===== config.mk =====
export PLATFORM = sky130hd
export DESIGN_NAME = dmaes_dev_flat
export DESIGN_NICKNAME = d
export VERILOG_FILES = /design/src/rtl/dmaes_pkg.sv /design/src/rtl/dmaes_if.sv /design/src/rtl/dmaes_dev.sv /design/src/flat_wrapper.sv
export SDC_FILE = /design/constraint.sdc
export NUM_CORES = 1
export LEC_CHECK = 0
export ABC_AREA = 1
export CAP_MARGIN = 20
export CORE_UTILIZATION = 50
export DETAILED_ROUTE_END_ITERATION = 16
export DONT_BUFFER_PORTS = 1
export PLACE_DENSITY = 0.68
export SLEW_MARGIN = 20
export SYNTH_ARGS = -nofsm -noshare
export SYNTH_HDL_FRONTEND = slang
export SYNTH_SLANG_ARGS = --single-unit

===== constraint.sdc =====
create_clock -name aclk -period 1.2 [get_ports aclk]
set_input_delay 0.12 -clock aclk [delete_from_list [all_inputs] [get_ports aclk]]
set_output_delay 0.12 -clock aclk [all_outputs]
set_load 0.02 [all_outputs]

===== src/rtl/dmaes_pkg.sv =====
package dmaes_pkg;
   // Control states, Gray coded along disabled-inactive-operating-suspended
   typedef enum logic [1:0] {
      DMAES_DISABLED = 2'b00,
      DMAES_INACTIVE = 2'b01,
      DMAES_OPERATING = 2'b11,
      DMAES_SUSPENDED = 2'b10
   } dmaes_state_type;

   // Transfer modes
   localparam logic [1:0] DMAES_MODE_BYTE = 2'h0;
   localparam logic [1:0] DMAES_MODE_BURST = 2'h1;
   localparam logic [1:0] DMAES_MODE_CONT = 2'h2;

   // Command group bytes
   localparam logic [7:0] DMAES_CMD_START = 8'h87;
   localparam logic [7:0] DMAES_CMD_STOP = 8'h83;
   localparam logic [7:0] DMAES_CMD_REARM = 8'h8b;
   localparam logic [7:0] DMAES_CMD_OVERRIDE = 8'hb3;
   localparam logic [7:0] DMAES_CMD_RESET = 8'hc3;
   localparam logic [1:0] DMAES_CMD_LOW = 2'h3;

   // Base byte fields
   localparam int DMAES_GROUP_BIT = 7;
   localparam int DMAES_PTR_LO = 3;
   localparam int DMAES_NUM_ASSOC = 4;
   localparam logic [1:0] DMAES_SETUP_NONE = 2'h0;

   // Return-from-interrupt opcode bytes
   localparam logic [7:0] DMAES_RETURN_FROM_INTERRUPT_OPCODE_1 = 8'hed;
   localparam logic [7:0] DMAES_RETURN_FROM_INTERRUPT_OPCODE_2 = 8'h4d;

   // Device I/O port location decoded by the host
   localparam logic [7:0] DMAES_DEV_PORT = 8'h71;

   // Host register map (AXI4-Lite byte addresses)
   localparam logic [7:0] DMAES_H_DATA = 8'h00;
   localparam logic [7:0] DMAES_H_CMD = 8'h04;
   localparam logic [7:0] DMAES_H_PORT = 8'h08;
   localparam logic [7:0] DMAES_H_LINES = 8'h0c;
   localparam logic [7:0] DMAES_H_STAT = 8'h10;
   localparam int DMAES_CMD_RD_BIT = 0;
   localparam int DMAES_CMD_FETCH_BIT = 1;
   localparam int DMAES_LN_READY = 0;
   localparam int DMAES_LN_ACK = 1;
   localparam int DMAES_LN_IEI = 2;
   localparam logic [2:0] DMAES_LINES_RST = 3'h6;
   localparam logic [7:0] DMAES_PORT_RST = 8'h71;
   localparam logic [1:0] DMAES_RESP_OKAY = 2'h0;
   localparam logic [1:0] DMAES_RESP_SLVERR = 2'h2;

   // Host port sequencer states
   typedef enum logic [2:0] {
      DMAES_H_IDLE = 3'b000,
      DMAES_H_RD = 3'b001,
      DMAES_H_CAP = 3'b011,
      DMAES_H_WR = 3'b010,
      DMAES_H_F1 = 3'b100,
      DMAES_H_F2 = 3'b101
   } dmaes_hstate_type;
endpackage


===== src/rtl/dmaes_if.sv =====
`timescale 1ns/10ps
interface dmaes_if;
   logic [7:0] io_addr;
   logic sel;
   logic wr;
   logic rd;
   logic [7:0] wdata;
   logic [7:0] rdata;
   logic fetch;
   logic [7:0] fetch_byte;
   logic peripheral_ready_line;
   logic bus_ack_in_chain;
   logic ie_in;
   logic ie_out;
   logic bus_request_out;

   modport dev (
      input io_addr, sel, wr, rd, wdata, fetch, fetch_byte,
      input peripheral_ready_line, bus_ack_in_chain, ie_in,
      output rdata, ie_out, bus_request_out
   );
   modport host (
      output io_addr, sel, wr, rd, wdata, fetch, fetch_byte,
      output peripheral_ready_line, bus_ack_in_chain, ie_in,
      input rdata, ie_out, bus_request_out
   );
endinterface


===== src/rtl/dmaes_dev.sv =====
// The address map and the AXI4-Lite register port are this design's own decisions.
`timescale 1ns/10ps
module dmaes_dev
   import dmaes_pkg::*;
(
   input wire logic aclk,
   input wire logic aresetn,
   dmaes_if.dev link,
   input wire logic [1:0] mode_sel,
   input wire logic auto_restart,
   input wire logic int_on_ready,
   input wire logic in_service_latch,
   input wire logic end_of_block,
   input wire logic byte_match,
   output logic [1:0] dev_state,
   output logic [7:0] setup_base,
   output logic [31:0] setup_assoc,
   output logic override_active
);
   dmaes_state_type state_r;
   dmaes_state_type state_nxt;
   logic [DMAES_NUM_ASSOC-1:0] pend_r;
   logic [DMAES_NUM_ASSOC-1:0] pend_nxt;
   logic last_cmd_r;
   logic last_cmd_nxt;
   logic override_r;
   logic override_nxt;
   logic [7:0] base_r;
   logic [7:0] base_nxt;
   logic [7:0] assoc_r [DMAES_NUM_ASSOC];
   logic [7:0] assoc_nxt [DMAES_NUM_ASSOC];
   logic [7:0] rdata_r;
   logic [7:0] rdata_nxt;
   logic ack_prev_r;
   logic ack_prev_nxt;
   logic fetch_ed_r;
   logic fetch_ed_nxt;

   logic master;
   logic wr_take;
   logic rd_take;
   logic is_cmd;
   logic is_setup;
   logic ready_ok;
   logic return_from_interrupt_opcode_seen;
   logic stop_cond;
   logic found;
   logic [7:0] status_byte;

   assign master = (state_r == DMAES_OPERATING) || (state_r == DMAES_SUSPENDED);
   assign wr_take = link.sel && link.wr && !master;
   assign rd_take = link.sel && link.rd && !master;
   assign is_cmd = link.wdata[DMAES_GROUP_BIT] && (link.wdata[1:0] == DMAES_CMD_LOW);
   assign is_setup = !link.wdata[DMAES_GROUP_BIT] &&
                     (link.wdata[1:0] != DMAES_SETUP_NONE);
   assign ready_ok = link.peripheral_ready_line || override_r;
   assign return_from_interrupt_opcode_seen = link.fetch && fetch_ed_r && (link.fetch_byte == DMAES_RETURN_FROM_INTERRUPT_OPCODE_2);
   assign stop_cond = (end_of_block && !auto_restart) || byte_match;
   assign status_byte = {1'b0, override_r, pend_r, state_r};

   // Bus request decodes the operating and suspended states, masked by the in-service latch
   assign link.bus_request_out = master && !in_service_latch;
   assign link.ie_out = link.ie_in && !in_service_latch;
   assign link.rdata = rdata_r;

   assign dev_state = state_r;
   assign setup_base = base_r;
   assign override_active = override_r;

   genvar gi;
   generate
      for (gi = 0; gi < DMAES_NUM_ASSOC; gi++) begin : g_assoc
         assign setup_assoc[gi*8 +: 8] = assoc_r[gi];
      end
   endgenerate

   always_comb begin
      state_nxt = state_r;
      pend_nxt = pend_r;
      last_cmd_nxt = last_cmd_r;
      override_nxt = override_r;
      base_nxt = base_r;
      assoc_nxt = assoc_r;
      rdata_nxt = rdata_r;
      ack_prev_nxt = link.bus_ack_in_chain;
      fetch_ed_nxt = fetch_ed_r;
      found = 1'b0;

      if (link.fetch) begin
         fetch_ed_nxt = (link.fetch_byte == DMAES_RETURN_FROM_INTERRUPT_OPCODE_1);
      end

      if (rd_take) begin
         rdata_nxt = status_byte;
      end

      // Transitions from outside events
      case (state_r)
         DMAES_DISABLED: begin
            state_nxt = DMAES_DISABLED;
         end
         DMAES_INACTIVE: begin
            if (return_from_interrupt_opcode_seen && link.peripheral_ready_line) begin
               state_nxt = DMAES_OPERATING;
            end else if (ready_ok && !int_on_ready && !in_service_latch) begin
               state_nxt = DMAES_OPERATING;
            end else begin
               state_nxt = DMAES_INACTIVE;
            end
         end
         DMAES_OPERATING: begin
            if (stop_cond) begin
               state_nxt = DMAES_INACTIVE;
            end else if ((mode_sel != DMAES_MODE_CONT) && ack_prev_r &&
                         !link.bus_ack_in_chain) begin
               state_nxt = DMAES_INACTIVE;
            end else if ((mode_sel == DMAES_MODE_CONT) && !ready_ok) begin
               state_nxt = DMAES_SUSPENDED;
            end
         end
         DMAES_SUSPENDED: begin
            if (stop_cond) begin
               state_nxt = DMAES_INACTIVE;
            end else if (ready_ok) begin
               state_nxt = DMAES_OPERATING;
            end
         end
         default: begin
            state_nxt = DMAES_DISABLED;
         end
      endcase

      // Port writes (only reachable when disabled or inactive)
      if (wr_take) begin
         if (pend_r != '0) begin
            // Associated bytes land in fixed group order
            for (int i = 0; i < DMAES_NUM_ASSOC; i++) begin
               if (pend_r[i] && !found) begin
                  found = 1'b1;
                  assoc_nxt[i] = link.wdata;
                  pend_nxt[i] = 1'b0;
               end
            end
            last_cmd_nxt = 1'b0;
            state_nxt = DMAES_DISABLED;
         end else if (is_cmd) begin
            last_cmd_nxt = 1'b1;
            case (link.wdata)
               DMAES_CMD_START: begin
                  if (ready_ok && !in_service_latch) begin
                     state_nxt = DMAES_OPERATING;
                  end else begin
                     state_nxt = DMAES_INACTIVE;
                  end
               end
               DMAES_CMD_REARM: begin
                  if (!last_cmd_r) begin
                     state_nxt = DMAES_DISABLED;
                  end else begin
                     state_nxt = state_r;
                  end
               end
               DMAES_CMD_OVERRIDE: begin
                  override_nxt = 1'b1;
                  state_nxt = DMAES_DISABLED;
               end
               DMAES_CMD_RESET: begin
                  override_nxt = 1'b0;
                  pend_nxt = '0;
                  state_nxt = DMAES_DISABLED;
               end
               default: begin
                  state_nxt = DMAES_DISABLED;
               end
            endcase
         end else begin
            last_cmd_nxt = 1'b0;
            state_nxt = DMAES_DISABLED;
            if (is_setup) begin
               base_nxt = link.wdata;
               pend_nxt = link.wdata[DMAES_PTR_LO +: DMAES_NUM_ASSOC];
            end
         end
      end
   end

   always_ff @(posedge aclk) begin
      if (!aresetn) begin
         state_r <= DMAES_DISABLED;
         pend_r <= '0;
         last_cmd_r <= 1'b0;
         override_r <= 1'b0;
         base_r <= 8'h00;
         for (int i = 0; i < DMAES_NUM_ASSOC; i++) begin
            assoc_r[i] <= 8'h00;
         end
         rdata_r <= 8'h00;
         ack_prev_r <= 1'b0;
         fetch_ed_r <= 1'b0;
      end else begin
         state_r <= state_nxt;
         pend_r <= pend_nxt;
         last_cmd_r <= last_cmd_nxt;
         override_r <= override_nxt;
         base_r <= base_nxt;
         assoc_r <= assoc_nxt;
         rdata_r <= rdata_nxt;
         ack_prev_r <= ack_prev_nxt;
         fetch_ed_r <= fetch_ed_nxt;
      end
   end
endmodule


===== src/flat_wrapper.sv =====
// flat-port wrapper written by rule: the top's interface ports become plain ports
module dmaes_dev_flat import dmaes_pkg::*;
  (aclk, aresetn, mode_sel, auto_restart, int_on_ready, in_service_latch, end_of_block, byte_match, dev_state, setup_base, setup_assoc, override_active, link_io_addr, link_sel, link_wr, link_rd, link_wdata, link_fetch, link_fetch_byte, link_peripheral_ready_line, link_bus_ack_in_chain, link_ie_in, link_rdata, link_ie_out, link_bus_request_out);
  dmaes_if link_i ();
  input wire logic aclk;
  input wire logic aresetn;
  input wire logic [1:0] mode_sel;
  input wire logic auto_restart;
  input wire logic int_on_ready;
  input wire logic in_service_latch;
  input wire logic end_of_block;
  input wire logic byte_match;
  output logic [1:0] dev_state;
  output logic [7:0] setup_base;
  output logic [31:0] setup_assoc;
  output logic override_active;
  input wire logic [$bits(link_i.io_addr)-1:0] link_io_addr;
  input wire logic [$bits(link_i.sel)-1:0] link_sel;
  input wire logic [$bits(link_i.wr)-1:0] link_wr;
  input wire logic [$bits(link_i.rd)-1:0] link_rd;
  input wire logic [$bits(link_i.wdata)-1:0] link_wdata;
  input wire logic [$bits(link_i.fetch)-1:0] link_fetch;
  input wire logic [$bits(link_i.fetch_byte)-1:0] link_fetch_byte;
  input wire logic [$bits(link_i.peripheral_ready_line)-1:0] link_peripheral_ready_line;
  input wire logic [$bits(link_i.bus_ack_in_chain)-1:0] link_bus_ack_in_chain;
  input wire logic [$bits(link_i.ie_in)-1:0] link_ie_in;
  output wire logic [$bits(link_i.rdata)-1:0] link_rdata;
  output wire logic [$bits(link_i.ie_out)-1:0] link_ie_out;
  output wire logic [$bits(link_i.bus_request_out)-1:0] link_bus_request_out;
  assign link_i.io_addr = link_io_addr;
  assign link_i.sel = link_sel;
  assign link_i.wr = link_wr;
  assign link_i.rd = link_rd;
  assign link_i.wdata = link_wdata;
  assign link_i.fetch = link_fetch;
  assign link_i.fetch_byte = link_fetch_byte;
  assign link_i.peripheral_ready_line = link_peripheral_ready_line;
  assign link_i.bus_ack_in_chain = link_bus_ack_in_chain;
  assign link_i.ie_in = link_ie_in;
  assign link_rdata = link_i.rdata;
  assign link_ie_out = link_i.ie_out;
  assign link_bus_request_out = link_i.bus_request_out;
  dmaes_dev u_core (.aclk(aclk), .aresetn(aresetn), .link(link_i), .mode_sel(mode_sel), .auto_restart(auto_restart), .int_on_ready(int_on_ready), .in_service_latch(in_service_latch), .end_of_block(end_of_block), .byte_match(byte_match), .dev_state(dev_state), .setup_base(setup_base), .setup_assoc(setup_assoc), .override_active(override_active));
endmodule

==> out/metrics.yaml <==
power_and_ir_drop:
  powerDensity_mw_per_mm2: 1290
  swShare: 0.246
  seqPwrFrac: 0.453
  pwr-share-comb: 0.104
  pwr-share-clk: 0.443
  p_leak_nw: 1.40
  switching_power_mw: 1.09
  vdd_ir_drop_max_mv: 0.849
  p_int_mw: 3.35
final_layout:
  final_cell_mix: "dfxtp_1 (52), nand2_1 (46), nor2_1 (32)"
  final_common_cell: "dfxtp_1"
  fin_nets: 410
  num_antenna_cells: 0
  area_growth_pct: 45.3
  final_layout_size_suffix_gt1_frac: 0.349
die:
  die_h_um: 71.0
  start_util: 0.532
  die_area_mm2: 0.00504
  fp-row-count: 24
  die_x_um: 71.0
  core_mm2: 0.00447
  pin_count: 93
synth:
  ys_ff_latch: 57
  yosysTopAreaCell: "dfxtp_1"
  synth.top_cell.area_share: 0.479
  synth.distinct_cells: 26
  synth_area_leaders: "dfxtp_1 (48%), a21oi_1 (10%), nand2_1 (8.8%)"
  synth_top_family_by_area: "simple AND/OR/NAND/NOR gates"
  synth_compound_gate_area_share: 0.187
  synth_nets: 363
  synthesis.area_mm2: 0.00238
  synth.mux.area_fraction: 0
  synth_seq_area_share: 0.479
  synth_xor_area_frac: 0
  syn_inst: 323
  yosys.area_share.simple: 0.251
  synthAdderAreaFrac: 0
  yosysWarnings: 0
  syn_area_per_cell_um2: 7.38
global_route:
  grt_pass1_vias: 2162
  antenna_found_initial: 0
  grt_pass1_wl_um: 9990
  grt_max_degree: 41
  grt_usage: 0.262
  grt-ovfl-total: 0
worst_hold_path:
  hold_class: "in2reg"
  hp-start: "aresetn"
routing:
  first_iter_violations: 147
  post_drt_wl_per_cell_um: 16.0
  drt-total-wl_um: 6850
  avgViaCountPerCell: 5.48
  drcViolationCount: 3
  vias: 2339
  ant_nets: 0
  dr.pass1.iters: 10
worst_setup_path:
  worst_r2r_startpoint: "u_core.pend_r[0]"
  crit_type: "reg2reg"
  critical_path_required_ns: 1.47
  ff2ff_setup_slack_ns: -0.13
  slowest_stage: "dfxtp_2"
  startpoint: "u_core.pend_r[0]"
  rr_worst_depth: 9
  endpoint_kind: "flip-flop"
  max_stage_delay_ns: 0.34
  crit_arrival_ns: 1.60
  cp.depth: 9
  cp_max_fo: 8
  crit_buf_inv: 3
  critical-path-top-delay-family: "simple AND/OR/NAND/NOR gates"
  worstSetupStartpointType: "flip-flop"
  worstReg2RegEnd: "u_core.setup_assoc[25]"
  worstPathCellList: "nor2_4 -> buf_6 -> nand2_2 -> inv_2 -> nand2_2 -> nor2_4 -> buf_12 -> o21ai_1 -> a21oi_1"
  critPathCapture: "u_core.setup_assoc[25]"
sta:
  fin_ws_ns: -0.128
  worst_slew_pin_slew_ns: 0.520
  report.final.slew_viol_count: 0
  fin_crit_ns: 1.33
  worst_clock_skew_ns: 0.0106
  setup_violations: 32
  relSlewSlack: 0.649
  fin_crit_sh: 1.11
  hold_violations: 38
  hold_slack_ns: -0.110
  fmax_mhz: 753
  rsz0062_at_grt: "true"
run_status:
  violations: "DRC, hold timing, setup timing"
  status: "finished with violations"
cts:
  cts_sinks: 57
  clk_latency_ns: 0.34
  clkTransAtPathRegs_ns: 0.07
  numCtsBuffers: 9
  cts_tree: "built"
  htreeDepth: 3
  ctsRootBufferMaster: "clkbuf_8"
  cts_buffer_depth: 2
run:
  drv_cap: 0
place:
  place_hpwl_um: 3970
  dp_worst_setup_slack_ns: -0.106
  finalWeightedCongestion: 0.848
  io_buffers: 0
-- sequential cells by signal (all words and copies together), names as in the netlist, named ones only --
signal,flops
u_core.ack_prev_r,1
u_core.dev_state,1
u_core.link.rdata,7
u_core.setup_base,8
u_core.last_cmd_r,1
u_core.pend_r,4
u_core.override_active,1
u_core.setup_assoc,32
u_core.fetch_ed_r,1
-- layer usage --
layer,wire length [um],track usage,up-vias
li1,-,-,1157
met5,0,0,-
met1,2940,0.322,1087
met3,448,0.118,18
met4,172,0.116,0
met2,3290,0.395,77
-- worst min-delay path by stage --
stage / end / slack, ns / cells past startpoint
3_5_place_dp: u_core.ack_prev_r / 0.22 / 2
6_report: u_core.setup_assoc[15] / -0.11 / 2
2_1_floorplan: u_core.ack_prev_r / 0.21 / 2
5_1_grt: u_core.setup_assoc[15] / -0.12 / 2
4_1_cts: u_core.pend_r[3] / -0.1 / 2
3_3_place_gp: u_core.ack_prev_r / 0.22 / 2
-- kinds of logic (layout without fill, tap and decap cells) --
group	Yosys count	in the layout
buffers and inverters	45	96
AO/OA/AOI/OAI	87	87
other	1	1
flip-flops	57	57
AND/OR/NAND/NOR	133	134
-- power by group through the flow --
stage / sequential [mW] / combinational (mW) / clock [mW]
2_1_floorplan: 2.05 / 0.212 / 0
4_1_cts: 2.01 / 0.380 / 1.99
3_3_place_gp: 2.05 / 0.282 / 0
3_5_place_dp: 2.05 / 0.286 / 0
5_1_grt: 2.02 / 0.502 / 2.09
6_report: 2.01 / 0.463 / 1.97
-- cell type report --
type	count	area [um2]
Multi-Input combinational cell	222	1390
Fill cell	304	1010
Clock inverter	5	78.8
Timing Repair inverter	2	12.5
Timing Repair Buffer	44	459
Tap cell	52	65.1
Sequential cell	57	1150
Clock buffer	11	141
Inverter	34	164
-- synth_stat cells --
cell type   n
inv_1      28
nand3_1    22
o21ai_1     3
a31oi_1     2
nor2b_1     1
buf_6       2
clkbuf_1    6
nor4_1      1
clkinv_1    2
nor2_4      1
inv_2       4
nand4_1     2
a211oi_2    1
nor2_1     37
nand3_4     1
nand2_1    56
nand2_2     5
conb_1      1
buf_4       3
o21ai_0    32
a21oi_1    49
nor3_4      1
nand3b_1    1
nor3_1      2
nor2_2      3
dfxtp_1    57
-- through the flow --
stage | std cells | util | setup TNS, ns | area, um2 | power (mW)
2_1_floorplan | 323 | - | -0.142 | 2400 | 2.26
3_3_place_gp | 387 | 0.580 | -0.542 | 2590 | 2.33
3_5_place_dp | 387 | 0.580 | -1.08 | 2590 | 2.33
4_1_cts | 421 | 0.690 | -0.372 | 3090 | 4.38
5_1_grt | 427 | 0.773 | -4.75 | 3460 | 4.61
6_report | 427 | 0.773 | -2.10 | 3460 | 4.45
-- what timing repair did --
| action | 4_1_cts | 5_1_grt |
|---|---|---|
| setup endpoints to repair | 30 | 50 |
| hold endpoints to repair | 55 | 39 |
| cloned | 2 | 3 |
| pin swaps | 10 | 27 |
| setup buffers | 3 | 3 |
| resized for setup | 40 | 90 |
| hold buffers | 13 | 2 |
Power figures use the tool's default switching activity.
